<file path="src/design/tone_cadence_regs.vh">
// register offsets, field positions and timing figures of the dual tone generator
`ifndef TONE_CADENCE_REGS_VH
`define TONE_CADENCE_REGS_VH

// direct register byte addresses
`define ADDR_IRQ_STATUS      8'h12
`define ADDR_IRQ_ENABLE      8'h15
`define ADDR_IND_DATA_LO     8'h1c
`define ADDR_IND_DATA_HI     8'h1d
`define ADDR_IND_ADDRESS     8'h1e
`define ADDR_IND_COMMIT      8'h1f
`define ADDR_TONE1_CTRL      8'h20
`define ADDR_TONE2_CTRL      8'h21
`define ADDR_TONE1_ACT_LO    8'h24
`define ADDR_TONE1_ACT_HI    8'h25
`define ADDR_TONE1_INACT_LO  8'h26
`define ADDR_TONE1_INACT_HI  8'h27
`define ADDR_TONE2_ACT_LO    8'h28
`define ADDR_TONE2_ACT_HI    8'h29
`define ADDR_TONE2_INACT_LO  8'h2a
`define ADDR_TONE2_INACT_HI  8'h2b
`define ADDR_FSK_DATA        8'h34
`define ADDR_ENHANCE_CTRL    8'h6c

// indirect register addresses
`define IND_GEN1_FREQ        8'h0d
`define IND_GEN2_PHASE       8'h12
`define IND_FSK_FIRST        8'h63
`define IND_FSK_LAST         8'h68
`define IND_COUNT            12

// control register fields
`define CTRL_SEL_RX          0
`define CTRL_SEL_TX          1
`define CTRL_OSC_EN          2
`define CTRL_INACT_TMR_EN    3
`define CTRL_ACT_TMR_EN      4
`define CTRL_ZERO_CROSS      5
`define CTRL_RELOAD          6
`define CTRL_SIGNAL_STATE    7
`define ENH_FSK_EN           6

// timing, in picoseconds
`define CORE_CLK_PERIOD_PS   4000
`define TONE_SAMPLE_PS       125000000
`define FSK_SAMPLE_PS        41666667

`endif

</file>
<file path="src/design/tone_cadence_gen.v">
// dual tone generator: resonant oscillators, cadence timers, register file
//
// Added by the designer: strobed register access.
`timescale 1ns/10ps
`include "tone_cadence_regs.vh"

module tone_osc_channel #(
	parameter TIMER_W = 16
) (
	input  wire                clk,
	input  wire                rstN,
	input  wire                tick,
	input  wire                oscEnable,
	input  wire                activeTimerEnable,
	input  wire                inactiveTimerEnable,
	input  wire                zeroCrossStop,
	input  wire                coefficientReload,
	input  wire [15:0]         freqCoeff,
	input  wire [15:0]         amplCoeff,
	input  wire [15:0]         phaseCoeff,
	input  wire [TIMER_W-1:0]  activePeriod,
	input  wire [TIMER_W-1:0]  inactivePeriod,
	output reg  [15:0]         sampleOut,
	output wire                signalOn,
	output reg                 activeExpired,
	output reg                 inactiveExpired,
	output reg                 oeSet,
	output reg                 oeClear
);
	localparam [3:0] ST_IDLE     = 4'h1;
	localparam [3:0] ST_ACTIVE   = 4'h2;
	localparam [3:0] ST_DRAIN    = 4'h4;
	localparam [3:0] ST_INACTIVE = 4'h8;

	reg  [3:0]          state_reg;
	reg  [TIMER_W-1:0]  count_reg;
	reg  [15:0]         s1_reg;
	reg  [15:0]         s2_reg;
	wire [31:0]         product;
	wire [15:0]         yNext;
	wire [TIMER_W:0]    countInc;
	wire                crossing;
	wire                timed;
	wire                actDone;
	wire                inactDone;

	// two-pole resonator: y = 2c*y1 - y2, coefficient in q15 so shift by 14
	assign product   = $signed(freqCoeff) * $signed(s1_reg); // [RL1] [RL2]
	assign yNext     = product[29:14] - s2_reg;
	assign crossing  = yNext[15] ^ s1_reg[15];
	assign timed     = activeTimerEnable | inactiveTimerEnable;
	assign countInc  = {1'b0, count_reg} + {{TIMER_W{1'b0}}, 1'b1};
	assign actDone   = countInc >= {1'b0, activePeriod}; // [RL6]
	assign inactDone = countInc >= {1'b0, inactivePeriod}; // [RL6]
	assign signalOn  = state_reg[1] | state_reg[2]; // [RL5]

	always @(posedge clk or negedge rstN) begin
		if (!rstN) begin
			state_reg       <= ST_IDLE;
			count_reg       <= {TIMER_W{1'b0}};
			s1_reg          <= 16'h0000;
			s2_reg          <= 16'h0000;
			sampleOut       <= 16'h0000;
			activeExpired   <= 1'b0;
			inactiveExpired <= 1'b0;
			oeSet           <= 1'b0;
			oeClear         <= 1'b0;
		end else begin
			activeExpired   <= 1'b0;
			inactiveExpired <= 1'b0;
			oeSet           <= 1'b0;
			oeClear         <= 1'b0;
			// suppressed outside the active burst
			sampleOut       <= signalOn ? s1_reg : 16'h0000; // [RL5]
			case (state_reg)
				ST_IDLE: begin
					// oeClear guard: the enable bit clears one edge after the pulse
					if (oscEnable && !oeClear) begin // [RL11]
						s1_reg    <= phaseCoeff;
						s2_reg    <= 16'h0000 - amplCoeff;
						count_reg <= {TIMER_W{1'b0}};
						state_reg <= ST_ACTIVE;
					end
				end
				ST_ACTIVE: begin
					if (!oscEnable && !oeSet) begin // [RL11]
						state_reg <= ST_IDLE;
					end else if (tick) begin
						s1_reg <= yNext;
						s2_reg <= s1_reg;
						if (timed) begin
							if (actDone) begin
								activeExpired <= 1'b1; // [RL17]
								count_reg     <= {TIMER_W{1'b0}}; // [RL8]
								if (coefficientReload) begin
									// fsk: new coefficients, burst continues
									s1_reg <= phaseCoeff; // [RL14]
									s2_reg <= 16'h0000 - amplCoeff; // [RL14]
								end else if (zeroCrossStop && !crossing) begin
									state_reg <= ST_DRAIN; // [RL9]
								end else begin
									oeClear <= 1'b1; // [RL7] [RL24]
									if (inactiveTimerEnable)
										state_reg <= ST_INACTIVE; // [RL8]
									else
										state_reg <= ST_IDLE; // [RL10]
								end
							end else begin
								count_reg <= countInc[TIMER_W-1:0];
							end
						end
					end
				end
				ST_DRAIN: begin
					if (!oscEnable) begin
						state_reg <= ST_IDLE;
					end else if (tick) begin
						s1_reg <= yNext;
						s2_reg <= s1_reg;
						// burst ends on the sample that changes sign
						if (crossing) begin // [RL9]
							oeClear <= 1'b1; // [RL7] [RL24]
							if (inactiveTimerEnable)
								state_reg <= ST_INACTIVE;
							else
								state_reg <= ST_IDLE; // [RL10]
						end
					end
				end
				ST_INACTIVE: begin
					if (!timed) begin
						state_reg <= ST_IDLE; // [RL8]
					end else if (tick) begin
						if (inactDone) begin
							inactiveExpired <= 1'b1; // [RL17]
							oeSet           <= 1'b1; // [RL7]
							s1_reg          <= phaseCoeff;
							s2_reg          <= 16'h0000 - amplCoeff;
							count_reg       <= {TIMER_W{1'b0}}; // [RL8]
							state_reg       <= ST_ACTIVE;
						end else begin
							count_reg <= countInc[TIMER_W-1:0];
						end
					end
				end
				default: state_reg <= ST_IDLE;
			endcase
		end
	end
endmodule // tone_osc_channel

// Functional notes
// RL1: two independent tone generators, each a two-pole resonant oscillator.
// RL2: each oscillator produces one sample per 8 kHz period, q15 cosine coefficient.
// RL3: software scales amplitude to 1.11 Vrms full scale, phase zero for sine.
// RL4: software writes coefficients before enabling oscillators through control registers.
// RL5: output passes only in the active period, muted in the inactive period.
// RL6: active and inactive periods are 16-bit counts of 125 us steps.
// RL7: with both timer enables set, timers drive the oscillator enable bit.
// RL8: counter runs to active expiry, restarts, runs to inactive expiry, repeats.
// RL9: zero-cross option extends each burst until the waveform crosses zero.
// RL10: oscillator and active enables without inactive enable give one burst.
// RL11: with both timer enables clear, oscillator enable bit keys the tone.
// RL12: generator 2 behaves like generator 1 with its own registers.
// RL13: software avoids generator 2 while the ringing oscillator runs.
// RL14: generator 1 reload bit reloads coefficients at each active expiry.
// RL15: fsk enable plus reload runs generator 1 at 24 kHz on mark/space sets.
// RL16: software writes only bit transitions to the fsk data register.
// RL17: every active and inactive timer expiry raises its own interrupt.
// RL18: interrupt enables in register 21, bits 0 to 3.
// RL19: pending flags readable in register 18, bits 0 to 3.
// RL20: coefficients at indirect 13-15 for generator 1, 16-18 for generator 2.
// RL21: output select routes each tone to receive or transmit path.
// RL22: software reaches indirect registers through direct registers 28 to 31.
// RL23: pending flags hold until cleared; irq only with pending and enable.
// RL24: one-shot clears the oscillator enable at active expiry.
module tone_cadence_gen #(
	parameter TIMER_W    = 16,
	parameter TONE_DIV   = `TONE_SAMPLE_PS / `CORE_CLK_PERIOD_PS,
	parameter FSK_DIV    = `FSK_SAMPLE_PS / `CORE_CLK_PERIOD_PS
) (
	input  wire        core_clk,
	input  wire        resetn,
	input  wire [7:0]  regAddr,
	input  wire [7:0]  regWrData,
	input  wire        regWrite,
	input  wire        regRead,
	output reg  [7:0]  regRdData,
	output reg  [15:0] rxToneSample,
	output reg  [15:0] txToneSample,
	output wire        toneIrq
);
	reg  [1:0]          rstSync_reg;
	wire                rstN;
	reg  [15:0]         div8_reg;
	reg  [15:0]         div24_reg;
	wire                tick8;
	wire                tick24;
	reg  [15:0]         coeff_reg [0:`IND_COUNT-1];
	reg  [7:0]          indAddr_reg;
	reg  [15:0]         indData_reg;
	reg  [7:0]          tone1Ctrl_reg;
	reg  [7:0]          tone2Ctrl_reg;
	reg  [15:0]         act1_reg;
	reg  [15:0]         inact1_reg;
	reg  [15:0]         act2_reg;
	reg  [15:0]         inact2_reg;
	reg  [3:0]          irqEnable_reg;
	reg  [3:0]          irqPending_reg;
	reg  [7:0]          enhance_reg;
	reg  [7:0]          fskData_reg;
	wire                enhancedFsk;
	wire                gen1Tick;
	wire [15:0]         gen1Freq;
	wire [15:0]         gen1Ampl;
	wire [15:0]         gen1Phase;
	wire [15:0]         sample1;
	wire [15:0]         sample2;
	wire                on1;
	wire                on2;
	wire [3:0]          events;
	wire                oeSet1;
	wire                oeClr1;
	wire                oeSet2;
	wire                oeClr2;
	reg  [3:0]          indIndex;
	reg                 indHit;
	reg  [7:0]          rdNext;
	integer             i;

	// reset released through two flops
	always @(posedge core_clk or negedge resetn) begin
		if (!resetn)
			rstSync_reg <= 2'b00;
		else
			rstSync_reg <= {rstSync_reg[0], 1'b1};
	end
	assign rstN = rstSync_reg[1];

	// sample-rate dividers; one timer step equals one 8 kHz sample, or one 24 kHz sample for generator 1 in enhanced fsk
	always @(posedge core_clk or negedge rstN) begin
		if (!rstN) begin
			div8_reg  <= 16'h0000;
			div24_reg <= 16'h0000;
		end else begin
			div8_reg  <= tick8 ? 16'h0000 : div8_reg + 16'h0001; // [RL2] [RL6]
			div24_reg <= tick24 ? 16'h0000 : div24_reg + 16'h0001; // [RL15]
		end
	end
	assign tick8  = div8_reg == TONE_DIV[15:0] - 16'h0001;
	assign tick24 = div24_reg == FSK_DIV[15:0] - 16'h0001;

	assign enhancedFsk = enhance_reg[`ENH_FSK_EN] & tone1Ctrl_reg[`CTRL_RELOAD]; // [RL15]
	assign gen1Tick    = enhancedFsk ? tick24 : tick8; // [RL15]

	// indirect map: 13..18 then 99..104 (mark/space sets) packed into one array
	always @* begin
		indHit   = 1'b0;
		indIndex = 4'h0;
		if (indAddr_reg >= `IND_GEN1_FREQ && indAddr_reg <= `IND_GEN2_PHASE) begin // [RL20]
			indHit   = 1'b1;
			indIndex = indAddr_reg[3:0] - 4'hd;
		end else if (indAddr_reg >= `IND_FSK_FIRST && indAddr_reg <= `IND_FSK_LAST) begin
			indHit   = 1'b1;
			indIndex = indAddr_reg[3:0] + 4'h3;
		end
	end

	// fsk data bit 0 picks mark (1) or space (0) set in enhanced mode
	assign gen1Freq  = enhancedFsk ? coeff_reg[fskData_reg[0] ? 6 : 7] : coeff_reg[0]; // [RL15]
	assign gen1Ampl  = enhancedFsk ? coeff_reg[fskData_reg[0] ? 8 : 9] : coeff_reg[1];
	assign gen1Phase = enhancedFsk ? coeff_reg[fskData_reg[0] ? 10 : 11] : coeff_reg[2];

	tone_osc_channel #(
		.TIMER_W(TIMER_W)
	) u_gen1 (
		.clk                 (core_clk),
		.rstN                (rstN),
		.tick                (gen1Tick),
		.oscEnable           (tone1Ctrl_reg[`CTRL_OSC_EN]),
		.activeTimerEnable   (tone1Ctrl_reg[`CTRL_ACT_TMR_EN]),
		.inactiveTimerEnable (tone1Ctrl_reg[`CTRL_INACT_TMR_EN]),
		.zeroCrossStop       (tone1Ctrl_reg[`CTRL_ZERO_CROSS]),
		.coefficientReload   (tone1Ctrl_reg[`CTRL_RELOAD]), // [RL14]
		.freqCoeff           (gen1Freq),
		.amplCoeff           (gen1Ampl),
		.phaseCoeff          (gen1Phase),
		.activePeriod        (act1_reg[TIMER_W-1:0]),
		.inactivePeriod      (inact1_reg[TIMER_W-1:0]),
		.sampleOut           (sample1),
		.signalOn            (on1),
		.activeExpired       (events[0]),
		.inactiveExpired     (events[1]),
		.oeSet               (oeSet1),
		.oeClear             (oeClr1)
	);

	// generator 2 has no reload path
	tone_osc_channel #(
		.TIMER_W(TIMER_W)
	) u_gen2 (
		.clk                 (core_clk),
		.rstN                (rstN),
		.tick                (tick8),
		.oscEnable           (tone2Ctrl_reg[`CTRL_OSC_EN]),
		.activeTimerEnable   (tone2Ctrl_reg[`CTRL_ACT_TMR_EN]),
		.inactiveTimerEnable (tone2Ctrl_reg[`CTRL_INACT_TMR_EN]),
		.zeroCrossStop       (tone2Ctrl_reg[`CTRL_ZERO_CROSS]),
		.coefficientReload   (1'b0), // [RL12] [RL14]
		.freqCoeff           (coeff_reg[3]),
		.amplCoeff           (coeff_reg[4]),
		.phaseCoeff          (coeff_reg[5]),
		.activePeriod        (act2_reg[TIMER_W-1:0]),
		.inactivePeriod      (inact2_reg[TIMER_W-1:0]),
		.sampleOut           (sample2),
		.signalOn            (on2),
		.activeExpired       (events[2]),
		.inactiveExpired     (events[3]),
		.oeSet               (oeSet2),
		.oeClear             (oeClr2)
	);

	// register writes; hardware set of a flag wins over a same-cycle clear
	always @(posedge core_clk or negedge rstN) begin
		if (!rstN) begin
			for (i = 0; i < `IND_COUNT; i = i + 1)
				coeff_reg[i] <= 16'h0000;
			indAddr_reg    <= 8'h00;
			indData_reg    <= 16'h0000;
			tone1Ctrl_reg  <= 8'h00;
			tone2Ctrl_reg  <= 8'h00;
			act1_reg       <= 16'h0000;
			inact1_reg     <= 16'h0000;
			act2_reg       <= 16'h0000;
			inact2_reg     <= 16'h0000;
			irqEnable_reg  <= 4'h0;
			irqPending_reg <= 4'h0;
			enhance_reg    <= 8'h00;
			fskData_reg    <= 8'h00;
		end else begin
			// write-one-to-clear, then new expiries set
			irqPending_reg <= (irqPending_reg & ~((regWrite &&
				regAddr == `ADDR_IRQ_STATUS) ? regWrData[3:0] : 4'h0)) | events; // [RL17] [RL23]
			if (regWrite) begin
				case (regAddr)
					`ADDR_IRQ_ENABLE:     irqEnable_reg <= regWrData[3:0]; // [RL18]
					`ADDR_IND_DATA_LO:    indData_reg[7:0] <= regWrData;
					`ADDR_IND_DATA_HI:    indData_reg[15:8] <= regWrData;
					`ADDR_IND_ADDRESS:    indAddr_reg <= regWrData;
					`ADDR_TONE1_CTRL:     tone1Ctrl_reg[6:0] <= regWrData[6:0];
					`ADDR_TONE2_CTRL:     tone2Ctrl_reg[5:0] <= regWrData[5:0];
					`ADDR_TONE1_ACT_LO:   act1_reg[7:0] <= regWrData;
					`ADDR_TONE1_ACT_HI:   act1_reg[15:8] <= regWrData;
					`ADDR_TONE1_INACT_LO: inact1_reg[7:0] <= regWrData;
					`ADDR_TONE1_INACT_HI: inact1_reg[15:8] <= regWrData;
					`ADDR_TONE2_ACT_LO:   act2_reg[7:0] <= regWrData;
					`ADDR_TONE2_ACT_HI:   act2_reg[15:8] <= regWrData;
					`ADDR_TONE2_INACT_LO: inact2_reg[7:0] <= regWrData;
					`ADDR_TONE2_INACT_HI: inact2_reg[15:8] <= regWrData;
					`ADDR_FSK_DATA:       fskData_reg <= regWrData;
					`ADDR_ENHANCE_CTRL:   enhance_reg <= regWrData;
					default: ;
				endcase
			end
			// commit writes the held data word into the indirect slot
			if (regWrite && regAddr == `ADDR_IND_COMMIT && indHit)
				coeff_reg[indIndex] <= indData_reg; // [RL20]
			// address write clears the data regs; a read of the commit register fetches the slot into them
			if (regWrite && regAddr == `ADDR_IND_ADDRESS)
				indData_reg <= 16'h0000;
			if (!(regWrite && (regAddr == `ADDR_IND_ADDRESS ||
				regAddr == `ADDR_IND_DATA_LO || regAddr == `ADDR_IND_DATA_HI)) && indHit &&
				regRead && regAddr == `ADDR_IND_COMMIT)
				indData_reg <= coeff_reg[indIndex];
			// timers own the oscillator enable in cadence modes
			if (oeClr1)
				tone1Ctrl_reg[`CTRL_OSC_EN] <= 1'b0; // [RL7] [RL24]
			if (oeSet1)
				tone1Ctrl_reg[`CTRL_OSC_EN] <= 1'b1; // [RL7]
			if (oeClr2)
				tone2Ctrl_reg[`CTRL_OSC_EN] <= 1'b0; // [RL12] [RL24]
			if (oeSet2)
				tone2Ctrl_reg[`CTRL_OSC_EN] <= 1'b1; // [RL12]
			tone1Ctrl_reg[`CTRL_SIGNAL_STATE] <= on1;
			tone2Ctrl_reg[`CTRL_SIGNAL_STATE] <= on2;
			tone2Ctrl_reg[6] <= 1'b0;
		end
	end

	assign toneIrq = |(irqPending_reg & irqEnable_reg); // [RL23]

	// read mux, answered one cycle after the strobe
	always @* begin
		case (regAddr)
			`ADDR_IRQ_STATUS:     rdNext = {4'h0, irqPending_reg}; // [RL19]
			`ADDR_IRQ_ENABLE:     rdNext = {4'h0, irqEnable_reg};
			`ADDR_IND_DATA_LO:    rdNext = indData_reg[7:0];
			`ADDR_IND_DATA_HI:    rdNext = indData_reg[15:8];
			`ADDR_IND_ADDRESS:    rdNext = indAddr_reg;
			`ADDR_TONE1_CTRL:     rdNext = tone1Ctrl_reg;
			`ADDR_TONE2_CTRL:     rdNext = tone2Ctrl_reg;
			`ADDR_TONE1_ACT_LO:   rdNext = act1_reg[7:0];
			`ADDR_TONE1_ACT_HI:   rdNext = act1_reg[15:8];
			`ADDR_TONE1_INACT_LO: rdNext = inact1_reg[7:0];
			`ADDR_TONE1_INACT_HI: rdNext = inact1_reg[15:8];
			`ADDR_TONE2_ACT_LO:   rdNext = act2_reg[7:0];
			`ADDR_TONE2_ACT_HI:   rdNext = act2_reg[15:8];
			`ADDR_TONE2_INACT_LO: rdNext = inact2_reg[7:0];
			`ADDR_TONE2_INACT_HI: rdNext = inact2_reg[15:8];
			`ADDR_FSK_DATA:       rdNext = fskData_reg;
			`ADDR_ENHANCE_CTRL:   rdNext = enhance_reg;
			default:              rdNext = 8'h00;
		endcase
	end

	// receive/transmit routing; both tones on one path add with wrap
	always @(posedge core_clk or negedge rstN) begin
		if (!rstN) begin
			regRdData    <= 8'h00;
			rxToneSample <= 16'h0000;
			txToneSample <= 16'h0000;
		end else begin
			regRdData    <= regRead ? rdNext : 8'h00;
			rxToneSample <= (tone1Ctrl_reg[`CTRL_SEL_RX] ? sample1 : 16'h0000) +
				(tone2Ctrl_reg[`CTRL_SEL_RX] ? sample2 : 16'h0000); // [RL21]
			txToneSample <= (tone1Ctrl_reg[`CTRL_SEL_TX] ? sample1 : 16'h0000) +
				(tone2Ctrl_reg[`CTRL_SEL_TX] ? sample2 : 16'h0000); // [RL21]
		end
	end
endmodule // tone_cadence_gen

</file>
<file path="config.mk">
export PLATFORM = sky130hd
export DESIGN_NAME = tone_cadence_gen
export DESIGN_NICKNAME = d
export VERILOG_FILES = /design/src/design/tone_cadence_gen.v
export VERILOG_INCLUDE_DIRS = /design/src /design/src/design
export SDC_FILE = /design/constraint.sdc
export NUM_CORES = 2
export LEC_CHECK = 0
export BUFFER_PORTS_ARGS = -buffer_cell sky130_fd_sc_hd__buf_4
export CORE_UTILIZATION = 50
export DETAILED_ROUTE_END_ITERATION = 6
export GPL_TIMING_DRIVEN = 0
export PLACE_DENSITY = 0.74
export SLEW_MARGIN = 10
export SYNTH_ARGS = -nofsm -noshare
export SYNTH_HDL_FRONTEND = slang
export SYNTH_SLANG_ARGS = --single-unit
export TNS_END_PERCENT = 100
</file>
<file path="constraint.sdc">
create_clock -name core_clk -period 14.7 [get_ports core_clk]
set_clock_uncertainty 0.1 [all_clocks]
set_input_delay 2.205 -clock core_clk [delete_from_list [all_inputs] [get_ports core_clk]]
set_output_delay 2.205 -clock core_clk [all_outputs]
set_load 0.02 [all_outputs]
</file>
==> impl_metrics.tcl <==
set metrics [dict create \
    status "finished, violations left" \
    violations "design-rule violations, max-capacitance violations" \
    clk_pin_slew_ns 0.06 \
    drt-vias-per-instance 5.82 \
    holdBufCountCts 0 \
    reg2reg_from "tone1Ctrl_reg[6]" \
    rsz0062_at_grt "false" \
    firstDrtPassIters 7 \
    async_flop_share_pct 100 \
    start_kind "flop" \
    yosysSeqAreaShare_pct 27.9 \
    crit_required_ns 15.16 \
    end_kind "flop" \
    whs_path_depth 0 \
    drive_gt1_share_pct 10.5 \
    areaGrowthSynthToFinish_pct 9.13 \
    cts_tree "built" \
    die_h_um 312 \
    setup_slack_ns 1.14 \
    routed_wl_um 142000 \
    peakVddDrop_uv 105 \
    critPathTopFamily "adder cells" \
    wl_per_cell_um 22.3 \
    place_congestion 1.06 \
    cp.arrival_ns 14.02 \
    root_buffer "clkbuf_16" \
    p_leak_nw 25.0 \
    rows 113 \
    start_util_pct 50.5 \
    overflow 0 \
    first_global_vias 38100 \
    htree_levels 2 \
    max-cap-violations 1 \
    avgSynthCellArea_sq_um 9.75 \
    grt_max_degree 67 \
    max_stage_delay_ns 0.59 \
    r2r_end "u_gen1.state_reg[3]" \
    worst_r2r_path_depth 43 \
    synth_warnings 0 \
    hold_path.class "reg -> reg" \
    pwr_density_cell_nw_per_um2 94.1 \
    clock_sinks 535 \
    synth_seq_cells 535 \
    crit_type "reg -> reg" \
    cts_resized 0 \
    clockBufferDepth 3 \
    whs_endpoint "rstSync_reg[1]" \
    fin_crit_sh_pct 92.3 \
    io_pins 61 \
    hpwl_um 111000 \
    synth-edff-count 0 \
    track_usage_pct 29.7 \
    port_buffers 58 \
    synthesis.nets 5724 \
    fin_tns_setup_ns 0 \
    cts_inserted_buffers 58 \
    period_needed_ns 13.56 \
    hp-start "rstSync_reg[0]" \
    drc 8 \
    netlist.top_cell.by_area "dfrtp_1" \
    syn_inst 4919 \
    vias 37100 \
    relSlewSlack_pct 2.67 \
    grt_pass1_wl_um 222000 \
    max_slew.worst_pin.slew_ns 1.42 \
    fin_nets 5855 \
    coreArea_sq_um 95000 \
    slowest_stage "clkbuf_1" \
    synth_top_area_share_pct 27.8 \
    clk_latency_ns 0.68 \
    rrSetupSlack_ns 1.14 \
    ant_nets 0 \
    cp_max_fo 10 \
    fmax_ghz 0.0737 \
    setup_violations 0 \
    hold_viol 0 \
    largest_register_ff_count 192 \
    synth_area_leaders "dfrtp_1 (28%), fa_1 (21%), ha_1 (7.5%)" \
    cts_setup_buffers 0 \
    yosys.cell_types.count 80 \
    pre_cts_ws_ns 1.52 \
    cp_num_buf_inv 9 \
    die_w_um 312 \
    die_area_sq_um 97200 \
    antenna_found_initial 5 \
    critPathMostFrequentCell "fa_1" \
    synth_ff_type "dfrtp_1" \
    drt_iter0_drc 3448 \
    nFillCells 8250 \
    maxSlewViolCount 0 \
    netlist_area_sq_um 48000 \
]
-- cells in the mapped netlist, types with 15 or more instances --
cell / instances
mux4_2: 15
fa_1: 498
a211oi_1: 59
clkbuf_1: 211
mux2i_1: 82
xor2_1: 66
a22oi_1: 16
nand2b_1: 46
nand2_1: 484
o21ai_0: 196
and3_1: 37
or3_1: 19
xnor2_1: 112
dfrtp_1: 533
mux2_2: 307
a21o_1: 44
a222oi_1: 27
inv_1: 685
and2_1: 281
nand3_1: 68
buf_1: 16
nand4_1: 29
o21a_1: 32
ha_1: 287
nor2b_1: 46
nor2_1: 274
nor3_1: 50
a21oi_1: 178
a221oi_1: 25
-- worst max path at each step --
stage | depth (start not counted) | to | slack, ns | start
2_1_floorplan | 43 | u_gen1.state_reg[3] | 4.71 | tone1Ctrl_reg[6]
3_3_place_gp | 43 | u_gen1.state_reg[3] | 1.53 | tone1Ctrl_reg[6]
3_5_place_dp | 43 | u_gen1.state_reg[3] | 1.52 | tone1Ctrl_reg[6]
4_1_cts | 43 | u_gen1.state_reg[3] | 1.49 | tone1Ctrl_reg[6]
5_1_grt | 41 | u_gen1.state_reg[3] | 0.67 | tone1Ctrl_reg[6]
6_report | 43 | u_gen1.state_reg[3] | 1.14 | tone1Ctrl_reg[6]
-- final cells by class --
cell class                      instances  area (sq um)  area share, %
Inverter                              685          2570           4.91
Clock inverter                         33           427          0.815
Sequential cell                       535         13400           25.6
Tap cell                             1265          1580           3.02
Multi-Input combinational cell       3460         31100           59.4
Buffer                                239           925           1.77
Antenna cell                            2          5.00        0.00956
Timing Repair Buffer                   71           711           1.36
Clock buffer                           77          1620           3.10
-- power by group --
part / internal, mW / leakage, nW / switching [mW]
registers: 1.58 / 7.35 / 0.101
logic: 0.552 / 16.6 / 1.11
clock network: 0.909 / 1.00 / 0.670
-- worst register-to-register path, delay by kind of cell (launching register included) --
| family | cells | cell delay (ns) |
|---|---|---|
| fa+ha+maj | 8 | 3.70 |
| flops | 1 | 0.57 |
| buf+inv | 9 | 3.35 |
| compound gates | 12 | 2.96 |
| xor+xnor | 3 | 0.98 |
| simple gates | 11 | 1.75 |
-- per-layer routing --
metal	track usage, %	vias up	wire length (um)
li1	-	16400	-
met1	38.8	18500	56600
met2	47.0	1718	64500
met3	5.70	442	12200
met4	15.5	0	8940
met5	0	-	0
-- cell usage in the layout, fill, tap and decap left out, types with 29 or more instances in the layout --
cell type  netlist  layout
xor2_1          66      66
xnor2_1        112     112
a21o_1          44      44
ha_1           287     287
o21a_1          32      32
clkbuf_1       211     220
buf_4            0      61
and2_1         281     281
inv_1          685     685
nand2b_1        46      46
nand3_1         68      68
and3_1          37      37
nor2b_1         46      46
a211oi_1        59      59
mux2i_1         82      82
clkbuf_16        0      58
o21ai_0        196     188
mux2_2         307     307
dfrtp_1        533     532
nand4_1         29      29
fa_1           498     498
nor3_1          50      50
nor2_1         274     274
a21oi_1        178     177
nand2_1        484     484
-- cell families after synthesis --
kind of cell / count (synthesis) / synth area share [%]
DFF: 535 / 27.9
muxes: 406 / 9.70
AOI/OAI and AO/OA: 703 / 9.41
buffers and inverters: 924 / 7.29
and+or+nand+nor: 1384 / 14.0
xor gates and xnor gates: 181 / 3.38
adders and majority gates: 785 / 28.3
other: 1 / 0.00782
-- through the flow --
stage / hold slack (ns) / util, % / instance area, sq um / std cells / power (mW)
global route: 0.254 / 55.1 / 52300 / 6365 / 5.14
floorplan: 0.231 / - / 48000 / 4919 / 2.76
detailed placement: 0.240 / 52.9 / 50300 / 6254 / 3.32
global placement: 0.236 / 52.6 / 50000 / 6242 / 3.29
finish: 0.251 / 55.1 / 52400 / 6367 / 4.92
CTS: 0.253 / 55.1 / 52300 / 6364 / 4.90
No activity file was read; power rests on OpenSTA's default activity.
